`src/hdl/esil_defs.svh`:
```
// Constants for the external and shared interrupt request logic
`ifndef ESIL_DEFS_SVH
`define ESIL_DEFS_SVH

// ****************************************************************
// Bus geometry
// ****************************************************************
`define ESIL_ADDR_W        12
`define ESIL_DATA_W        32
`define ESIL_NUM_FLAGS     15
`define ESIL_SHARED_GROUPS 7

// ****************************************************************
// Register byte offsets
// ****************************************************************
`define ESIL_ADDR_CTRL   12'h000
`define ESIL_ADDR_ENABLE 12'h004
`define ESIL_ADDR_FLAGS  12'h008
`define ESIL_ADDR_STATUS 12'h00c

// ****************************************************************
// Control register fields
// ****************************************************************
`define ESIL_C_GIE      0
`define ESIL_C_HALL_LO  1
`define ESIL_C_HALL_HI  2
`define ESIL_C_EXT_LO   3
`define ESIL_C_EXT_HI   4
`define ESIL_C_FILT_LO  5
`define ESIL_C_FILT_HI  6
`define ESIL_CTRL_W     7
`define ESIL_CTRL_RST   7'h00

// ****************************************************************
// Flag and enable bit positions (same layout in both registers)
// ****************************************************************
`define ESIL_F_HALLG 0
`define ESIL_F_HALLA 1
`define ESIL_F_HALLB 2
`define ESIL_F_HALLC 3
`define ESIL_F_EXT   4
`define ESIL_F_FILT  5
`define ESIL_F_COMP  6
`define ESIL_F_CAPO  7
`define ESIL_F_CAPC  8
`define ESIL_F_GRP1  9
`define ESIL_F_GRP2  10
`define ESIL_F_GRP3  11
`define ESIL_F_GRP4  12
`define ESIL_F_GRP5  13
`define ESIL_F_GRP6  14
`define ESIL_FLAGS_RST  15'h0000
`define ESIL_ENABLE_RST 15'h0000

// ****************************************************************
// Status register fields
// ****************************************************************
`define ESIL_S_REQ    0
`define ESIL_S_VEC_LO 4
`define ESIL_S_VEC_HI 7

// ****************************************************************
// Edge select codes
// ****************************************************************
`define ESIL_EDGE_OFF  2'h0
`define ESIL_EDGE_RISE 2'h1
`define ESIL_EDGE_FALL 2'h2
`define ESIL_EDGE_BOTH 2'h3

`endif

```
`src/hdl/esil_pkg.sv`:
```
// Types for the external and shared interrupt request logic
`include "esil_defs.svh"

package esil_pkg;

  // ****************************************************************
  // Vectors, in priority order, lowest code first
  // ****************************************************************
  typedef enum logic [3:0] {
    ESIL_VEC_HALL = 4'h0,
    ESIL_VEC_EXT  = 4'h1,
    ESIL_VEC_FILT = 4'h2,
    ESIL_VEC_COMP = 4'h3,
    ESIL_VEC_GRP1 = 4'h4,
    ESIL_VEC_GRP2 = 4'h5,
    ESIL_VEC_GRP3 = 4'h6,
    ESIL_VEC_GRP4 = 4'h7,
    ESIL_VEC_GRP5 = 4'h8,
    ESIL_VEC_GRP6 = 4'h9
  } esil_vec_type;

  // ****************************************************************
  // Carriers
  // ****************************************************************
  typedef struct packed {
    logic                     psel;
    logic                     penable;
    logic                     pwrite;
    logic [`ESIL_ADDR_W-1:0]  paddr;
    logic [`ESIL_DATA_W-1:0]  pwdata;
  } esil_apb_req_type;

  typedef struct packed {
    logic [`ESIL_DATA_W-1:0]  prdata;
    logic                     pready;
    logic                     pslverr;
  } esil_apb_rsp_type;

  typedef struct packed {
    logic hall_input_a;
    logic hall_input_b;
    logic hall_input_c;
    logic ext_irq_pin;
    logic filtered_input_pin;
    logic comparator_zero_out;
  } esil_pins_type;

  typedef struct packed {
    logic         irq_req;
    esil_vec_type irq_vector;
  } esil_core_req_type;

  // ****************************************************************
  // Whole module state
  // ****************************************************************
  typedef struct packed {
    esil_pins_type              sync1;
    esil_pins_type              sync2;
    esil_pins_type              prev;
    logic [`ESIL_CTRL_W-1:0]    ctrl;
    logic [`ESIL_NUM_FLAGS-1:0] enable;
    logic [`ESIL_NUM_FLAGS-1:0] flags;
    esil_core_req_type          core;
    logic                       wake;
    esil_apb_rsp_type           apb;
  } esil_state_type;

endpackage : esil_pkg

```
`src/hdl/esil_irq_logic.sv`:
```
// Edge interrupts, comparator and capture interrupts and shared groups
`timescale 1ns/1ps
`include "esil_defs.svh"

module esil_irq_logic #(
  parameter int SHARED_GROUPS = `ESIL_SHARED_GROUPS
) (
  input  wire logic                       pclk,
  input  wire logic                       presetn,
  input  wire esil_pkg::esil_apb_req_type apb_req,
  output      esil_pkg::esil_apb_rsp_type apb_rsp,
  input  wire esil_pkg::esil_pins_type    pins,
  input  wire logic                       capture_overflow_irq,
  input  wire logic                       capture_compare_irq,
  input  wire logic [4:0]                 shared_src_event,
  input  wire logic                       stack_full,
  input  wire logic                       irq_ack,
  output      esil_pkg::esil_core_req_type core_req,
  output      logic                       wake_pulse
);
  import esil_pkg::*;

  // ****************************************************************
  // Elaboration check
  // ****************************************************************
  generate
    if (SHARED_GROUPS != `ESIL_SHARED_GROUPS) begin : g_bad_groups
      $error("esil_irq_logic serves exactly seven shared groups");
    end
  endgenerate

  // ****************************************************************
  // Edge detector
  // ****************************************************************
  function automatic logic edge_hit(input logic [1:0] sel, input logic cur, input logic prv);
    logic hit;
    hit = 1'b0;
    case (sel)
      `ESIL_EDGE_RISE: hit = cur & ~prv;
      `ESIL_EDGE_FALL: hit = ~cur & prv;
      `ESIL_EDGE_BOTH: hit = cur ^ prv;
      default:         hit = 1'b0;
    endcase
    return hit;
  endfunction : edge_hit

  esil_state_type             state;
  esil_state_type             next_state;
  logic [`ESIL_NUM_FLAGS-1:0] setv;
  logic [`ESIL_NUM_FLAGS-1:0] clr;
  logic [`ESIL_NUM_FLAGS-1:0] f;
  logic [`ESIL_NUM_FLAGS-1:0] en;
  logic [9:0]                 pend;
  logic                       taken;
  logic                       access;
  logic                       wr;
  logic                       mapped;
  logic [`ESIL_DATA_W-1:0]    rdata;

  // ****************************************************************
  // Next state
  // ****************************************************************
  always_comb begin
    next_state = state;
    f          = state.flags;
    en         = state.enable;
    // Pin synchronisers; first stage is read only by the second
    next_state.sync1 = pins;
    next_state.sync2 = state.sync1;
    next_state.prev  = state.sync2;

    // Source events
    setv = '0;
    setv[`ESIL_F_HALLA] = edge_hit(state.ctrl[`ESIL_C_HALL_HI:`ESIL_C_HALL_LO],
                                   state.sync2.hall_input_a, state.prev.hall_input_a);
    setv[`ESIL_F_HALLB] = edge_hit(state.ctrl[`ESIL_C_HALL_HI:`ESIL_C_HALL_LO],
                                   state.sync2.hall_input_b, state.prev.hall_input_b);
    setv[`ESIL_F_HALLC] = edge_hit(state.ctrl[`ESIL_C_HALL_HI:`ESIL_C_HALL_LO],
                                   state.sync2.hall_input_c, state.prev.hall_input_c);
    setv[`ESIL_F_HALLG] = setv[`ESIL_F_HALLA] | setv[`ESIL_F_HALLB] | setv[`ESIL_F_HALLC];
    setv[`ESIL_F_EXT]   = edge_hit(state.ctrl[`ESIL_C_EXT_HI:`ESIL_C_EXT_LO],
                                   state.sync2.ext_irq_pin, state.prev.ext_irq_pin);
    setv[`ESIL_F_FILT]  = edge_hit(state.ctrl[`ESIL_C_FILT_HI:`ESIL_C_FILT_LO],
                                   state.sync2.filtered_input_pin,
                                   state.prev.filtered_input_pin);
    setv[`ESIL_F_COMP]  = state.sync2.comparator_zero_out
                          ^ state.prev.comparator_zero_out;
    setv[`ESIL_F_CAPO]  = capture_overflow_irq;
    setv[`ESIL_F_CAPC]  = capture_compare_irq;
    setv[`ESIL_F_GRP1]  = capture_overflow_irq | capture_compare_irq;
    setv[`ESIL_F_GRP6:`ESIL_F_GRP2] = shared_src_event;

    // Pending requests, index equals vector code
    pend    = '0;
    pend[0] = f[`ESIL_F_HALLG] & en[`ESIL_F_HALLG]
              & |(f[`ESIL_F_HALLC:`ESIL_F_HALLA] & en[`ESIL_F_HALLC:`ESIL_F_HALLA]);
    pend[1] = f[`ESIL_F_EXT] & en[`ESIL_F_EXT];
    pend[2] = f[`ESIL_F_FILT] & en[`ESIL_F_FILT];
    pend[3] = f[`ESIL_F_COMP] & en[`ESIL_F_COMP];
    pend[4] = f[`ESIL_F_GRP1] & en[`ESIL_F_GRP1]
              & ((f[`ESIL_F_CAPO] & en[`ESIL_F_CAPO])
                 | (f[`ESIL_F_CAPC] & en[`ESIL_F_CAPC]));
    pend[9:5] = f[`ESIL_F_GRP6:`ESIL_F_GRP2] & en[`ESIL_F_GRP6:`ESIL_F_GRP2];

    // Service by the core
    taken = irq_ack & state.core.irq_req;
    clr   = '0;
    if (taken) begin
      case (state.core.irq_vector)
        ESIL_VEC_HALL: clr[`ESIL_F_HALLG] = 1'b1;
        ESIL_VEC_EXT:  clr[`ESIL_F_EXT]   = 1'b1;
        ESIL_VEC_FILT: clr[`ESIL_F_FILT]  = 1'b1;
        ESIL_VEC_COMP: clr[`ESIL_F_COMP]  = 1'b1;
        ESIL_VEC_GRP1: clr[`ESIL_F_GRP1]  = 1'b1;
        ESIL_VEC_GRP2: clr[`ESIL_F_GRP2]  = 1'b1;
        ESIL_VEC_GRP3: clr[`ESIL_F_GRP3]  = 1'b1;
        ESIL_VEC_GRP4: clr[`ESIL_F_GRP4]  = 1'b1;
        ESIL_VEC_GRP5: clr[`ESIL_F_GRP5]  = 1'b1;
        ESIL_VEC_GRP6: clr[`ESIL_F_GRP6]  = 1'b1;
        default:       clr = '0;
      endcase
    end

    // APB slave, one wait state then pready
    access = apb_req.psel & apb_req.penable;
    mapped = (apb_req.paddr == `ESIL_ADDR_CTRL) | (apb_req.paddr == `ESIL_ADDR_ENABLE)
             | (apb_req.paddr == `ESIL_ADDR_FLAGS) | (apb_req.paddr == `ESIL_ADDR_STATUS);
    wr     = access & state.apb.pready & apb_req.pwrite & mapped;
    rdata  = '0;
    case (apb_req.paddr)
      `ESIL_ADDR_CTRL:   rdata[`ESIL_CTRL_W-1:0]    = state.ctrl;
      `ESIL_ADDR_ENABLE: rdata[`ESIL_NUM_FLAGS-1:0] = state.enable;
      `ESIL_ADDR_FLAGS:  rdata[`ESIL_NUM_FLAGS-1:0] = state.flags;
      `ESIL_ADDR_STATUS: begin
        rdata[`ESIL_S_REQ]                  = state.core.irq_req;
        rdata[`ESIL_S_VEC_HI:`ESIL_S_VEC_LO] = state.core.irq_vector;
      end
      default:           rdata = '0;
    endcase
    next_state.apb.pready  = access & ~state.apb.pready;
    next_state.apb.pslverr = access & ~state.apb.pready & ~mapped;
    next_state.apb.prdata  = (access & ~state.apb.pready & ~apb_req.pwrite) ? rdata : '0;
    if (wr && apb_req.paddr == `ESIL_ADDR_CTRL) begin
      next_state.ctrl = apb_req.pwdata[`ESIL_CTRL_W-1:0];
    end
    if (wr && apb_req.paddr == `ESIL_ADDR_ENABLE) begin
      next_state.enable = apb_req.pwdata[`ESIL_NUM_FLAGS-1:0];
    end
    if (wr && apb_req.paddr == `ESIL_ADDR_FLAGS) begin
      clr = clr | apb_req.pwdata[`ESIL_NUM_FLAGS-1:0];
    end
    if (taken) begin
      next_state.ctrl[`ESIL_C_GIE] = 1'b0;
    end

    // Flags record whatever the enables; set wins over clear
    next_state.flags = (state.flags & ~clr) | setv;
    next_state.wake  = |(setv & ~state.flags);

    // Request towards the core, lowest priority first so the lowest pending code wins
    next_state.core.irq_req    = state.ctrl[`ESIL_C_GIE] & ~stack_full & (|pend)
                                 & ~taken;
    next_state.core.irq_vector = ESIL_VEC_HALL;
    for (int i = 9; i >= 0; i--) begin
      if (pend[i]) begin
        next_state.core.irq_vector = esil_vec_type'(4'(i));
      end
    end
  end

  // ****************************************************************
  // State register
  // ****************************************************************
  always_ff @(posedge pclk or negedge presetn) begin
    if (!presetn) begin
      state        <= '0;
      state.ctrl   <= `ESIL_CTRL_RST;
      state.enable <= `ESIL_ENABLE_RST;
      state.flags  <= `ESIL_FLAGS_RST;
    end else begin
      state <= next_state;
    end
  end

  assign apb_rsp    = state.apb;
  assign core_req   = state.core;
  assign wake_pulse = state.wake;

endmodule : esil_irq_logic

```
`config.mk`:
```
export PLATFORM = sky130hd
export DESIGN_NAME = esil_irq_logic
export DESIGN_NICKNAME = d
export VERILOG_FILES = /design/src/hdl/esil_pkg.sv /design/src/hdl/esil_irq_logic.sv
export VERILOG_INCLUDE_DIRS = /design/src /design/src/hdl
export SDC_FILE = /design/constraint.sdc
export NUM_CORES = 1
export LEC_CHECK = 0
export BUFFER_PORTS_ARGS = -buffer_cell sky130_fd_sc_hd__buf_2
export CAP_MARGIN = 10
export CORE_AREA = 10 10 102 104
export CTS_CLUSTER_SIZE = 14
export DETAILED_ROUTE_END_ITERATION = 6
export DIE_AREA = 0 0 112 114
export PLACE_DENSITY = 0.74
export SYNTH_ARGS = -nofsm -noshare
export SYNTH_HDL_FRONTEND = slang
export SYNTH_SLANG_ARGS = --single-unit
```
`constraint.sdc`:
```
create_clock -name pclk -period 1.5 [get_ports pclk]
set_input_delay 0.15 -clock pclk [delete_from_list [all_inputs] [get_ports pclk]]
set_output_delay 0.15 -clock pclk [all_outputs]
set_load 0.01 [all_outputs]
```
==> summary.md <==
| Metric | Value |
|---|---|
| Status | `finished with violations` |
| Failing checks | `negative setup slack` |
| RSZ-0062 raised after global routing | `yes` |
| Placed cell area | `4410 µm²` |
| Number of buffers added on ports | `69` |
| Skew-Pair Late Insertion Delay | `about 0.35 ns` |
| CTS tree | `built` |
| Initial antenna violation count | `0` |
| Kind of start point of the critical path | `flop` |
| Net switching share of the total power | `0.243` |
| Reg2reg start | `en[1]` |
| Non-Filler Cell Area, Final | `4790 µm²` |
| Grt total ovfl | `0` |
| Cell variety after synth | `48` |
| Drt first pass iters | `5` |
| DRC viols | `0` |
| Reg-to-reg endpoint | `core_req[3]` |
| CP required | `1.77 ns` |
| Clk sinks | `78` |
| Area Overhead vs Synth | `24.9%` |
| H-tree depth | `3` |
| Int Pwr | `3.04 mW` |
| Reg area | `1950 µm²` |
| Num ports | `104` |
| Critical path class | `reg -> reg` |
| Area of the multi-input gates | `between 1500 and 2000 µm²` |
| CP Buf/Inv Count | `1` |
| CP delay by family, top | `compound AO/OA/AOI/OAI gates` |
| Crit-path max FO | `3` |
| Initial DRC Count | `224` |
| Most frequent cells in the layout | `dfrtp_1 (78), buf_2 (68), buf_4 (39)` |
| Die Wd | `around 110 µm` |
| Most common cell after layout, fill and taps aside | `dfrtp_1` |
| Die area | `about 13,000 µm²` |
| Total CTS buffers | `9` |
| Total Routing Usage GR | `0.146` |
| Max frequency | `658 MHz` |
| Data arrival, critical path | `1.79 ns` |
| Total Wirelength | `9250 µm` |
| Mapped Area | `3840 µm²` |
| Synth Flop Type | `dfrtp_1` |
| Initial core utilization | `0.453` |
| Clock power frac | `0.394` |
| Clock skew | `0.0139 ns` |
| Final hold viol count | `0` |
| Power per cell area | `around 840 nW/µm²` |
| Core region area | `8470 µm²` |
| Sequential power share | `0.534` |
| Hold path endpoint | `f[7]` |
| Switch Pwr | `about 980 µW` |
| Pre-CTS setup slack | `-0.226 ns` |
| Max-cap violations | `0` |
| Synth Instances | `352` |
| Fin. max-slew vios | `0` |
| Largest net degree at the start of global routing | `79` |
| Antenna diodes | `0` |
| P_leak | `2.43 nW` |
| Fillers | `715` |
| Worst setup EP type | `flop` |
| Async set-reset flop share out of synthesis | `1.00` |
| Share of layout cells above drive strength 1 | `0.370` |
| Post-placement cell count | `538` |
| Vias in the first global route | `roughly 3,100` |
| Final Critical Period | `1.52 ns` |
| Clock transition at path regs | `0.09 ns` |
| Final std cells w/o fill | `568` |
| HPWL after detailed placement | `7040 µm` |
| HP Class | `in -> reg` |
| Syn Area/Cell | `10.9 µm²` |
| Routed vias | `~2,900` |
| R2R setup slack | `-0.02 ns` |
| Post-route ant nets | `0` |
| Max Root-Sink Buffers | `2` |
| Vias per cell | `5.17` |
| Final worst setup slack | `-0.0195 ns` |
| Final #Nets | `roughly 530` |
| R2R cell count | `5` |
| Die H | `around 110 µm` |
| Gate power share | `0.073` |
| First-pass GRT wire length | `around 15,000 µm` |
| Crit-path slowest cell | `dfrtp_1` |
| Gpl congestion | `0.839` |
| Yosys reg bits | `78` |
| Final worst-path cycle share | `1.01` |
| Worst-path cell chain | `a222oi_1 -> buf_4 -> o21ai_2 -> nand3b_1 -> nor4_2` |
| Hold Path Cell Cnt | `2` |
| Maximum vdd ir drop | `467 µV` |
| Clk root buf | `clkbuf_8` |
| Min-delay src | `capture_overflow_irq` |
| Rows | `34` |
| Sequential area share after synthesis | `0.509` |
| Yosys Warn Count | `0` |
| Wire per inst | `16.3 µm` |
| EDFF count, synth | `0` |
| CP max stage delay | `0.40 ns` |
| Endpoints failing setup | `2` |
-- sequential cells by signal (all words and copies together) (netlist names) --
signal      cells
apb_rsp        17
en             15
f              15
state          13
next_state     12
core_req        5
wake_pulse      1
-- layer usage --
layer / global-route usage / share of wire / vias up / wire, µm
li1: - / - / 1379 / -
met1: 0.179 / 0.42 / 1440 / 3910
met2: 0.237 / 0.48 / 107 / 4420
met3: 0.0441 / 0.084 / 11 / 775
met4: 0.0558 / 0.016 / 0 / 146
met5: 0 / 0 / - / 0
-- final cells by class --
type	count	area share
timing repair buffer	124	0.174
clock inverter	6	0.0146
tap	108	0.0282
multi-input combinational	223	0.334
inverter	19	0.0149
clock buffer	10	0.0266
sequential	78	0.407
-- what timing repair did --
item | in CTS | in global routing
resized for setup | 7 | 10
endpoints found under the hold margin | 88 | 1
pin swaps | 5 | 8
hold buffers | 11 | 1
setup endpoints to repair | 4 | 29
setup buffers | 0 | 2
-- cell usage after synthesis, types with 2 or more instances --
| master | instances | share of area |
|---|---|---|
| dfrtp_1 | 78 | 0.51 |
| buf_4 | 40 | 0.078 |
| nor2_1 | 27 | 0.026 |
| nand2_1 | 25 | 0.024 |
| mux2_2 | 24 | 0.070 |
| inv_1 | 19 | 0.019 |
| o21ai_0 | 17 | 0.022 |
| a21oi_1 | 11 | 0.014 |
| a22oi_1 | 11 | 0.022 |
| ha_1 | 10 | 0.033 |
| a21o_1 | 8 | 0.016 |
| nand2b_1 | 7 | 0.011 |
| nor2b_1 | 7 | 0.011 |
| mux2i_1 | 6 | 0.016 |
| a222oi_1 | 5 | 0.013 |
| or2_2 | 4 | 0.0065 |
| a31oi_1 | 3 | 0.0049 |
| clkbuf_1 | 3 | 0.0029 |
| nand3_1 | 3 | 0.0039 |
| or2_1 | 3 | 0.0049 |
| or3_1 | 3 | 0.0049 |
| a211o_1 | 2 | 0.0046 |
| and2_1 | 2 | 0.0033 |
| buf_1 | 2 | 0.0020 |
| buf_2 | 2 | 0.0026 |
| nand3b_1 | 2 | 0.0039 |
| nand4_1 | 2 | 0.0033 |
| nand4b_1 | 2 | 0.0046 |
| nor3_1 | 2 | 0.0026 |
| nor4_2 | 2 | 0.0065 |
| o2111ai_1 | 2 | 0.0046 |
| o211ai_1 | 2 | 0.0039 |
-- through the flow --
step / util / hold WS (ns) / TNS [ns] / total power, mW
6_report: 0.566 / 0.0343 / -0.0267 / 4.01
5_1_grt: 0.566 / 0.0387 / -0.788 / 4.17
4_1_cts: 0.560 / 0.000299 / -0.0716 / 4.05
3_5_place_dp: 0.521 / 0.205 / -9.05 / 2.45
3_3_place_gp: 0.521 / 0.197 / -6.63 / 2.44
2_1_floorplan: - / -0.146 / -1.36 / 2.31
-- cells by family (layout without fill, tap and decap cells) --
logic type | count (synthesis) | in the layout | synth area share
simple gates | 97 | 97 | 0.137
flops | 78 | 78 | 0.509
other cells | 1 | 17 | 0.000977
xor+xnor | 1 | 1 | 0.00228
buf+inv | 67 | 159 | 0.107
compound gates | 66 | 66 | 0.116
mux | 32 | 32 | 0.0949
fa+ha+maj | 10 | 10 | 0.0326
-- worst max-delay path by stage --
stage | end | slack, ns | from | cells past startpoint
after floorplan | en[10] | -0.08 | apb_rsp[1] | 4
final | core_req[3] | -0.02 | en[1] | 5
after global routing | core_req[3] | -0.16 | en[1] | 5
after CTS | core_req[3] | -0.04 | f[1] | 5
after global placement | f[9] | -0.18 | apb_req[37] | 7
after detailed placement | f[9] | -0.23 | apb_req[37] | 7
-- power groups by stage --
stage	logic, mW	clock network, mW	registers (mW)
after global placement	0.259	0	2.18
after floorplan	0.127	0	2.18
after CTS	0.292	1.61	2.14
final	0.291	1.58	2.14
after detailed placement	0.267	0	2.18
after global routing	0.326	1.69	2.15
Power figures use the tool's default switching activity.
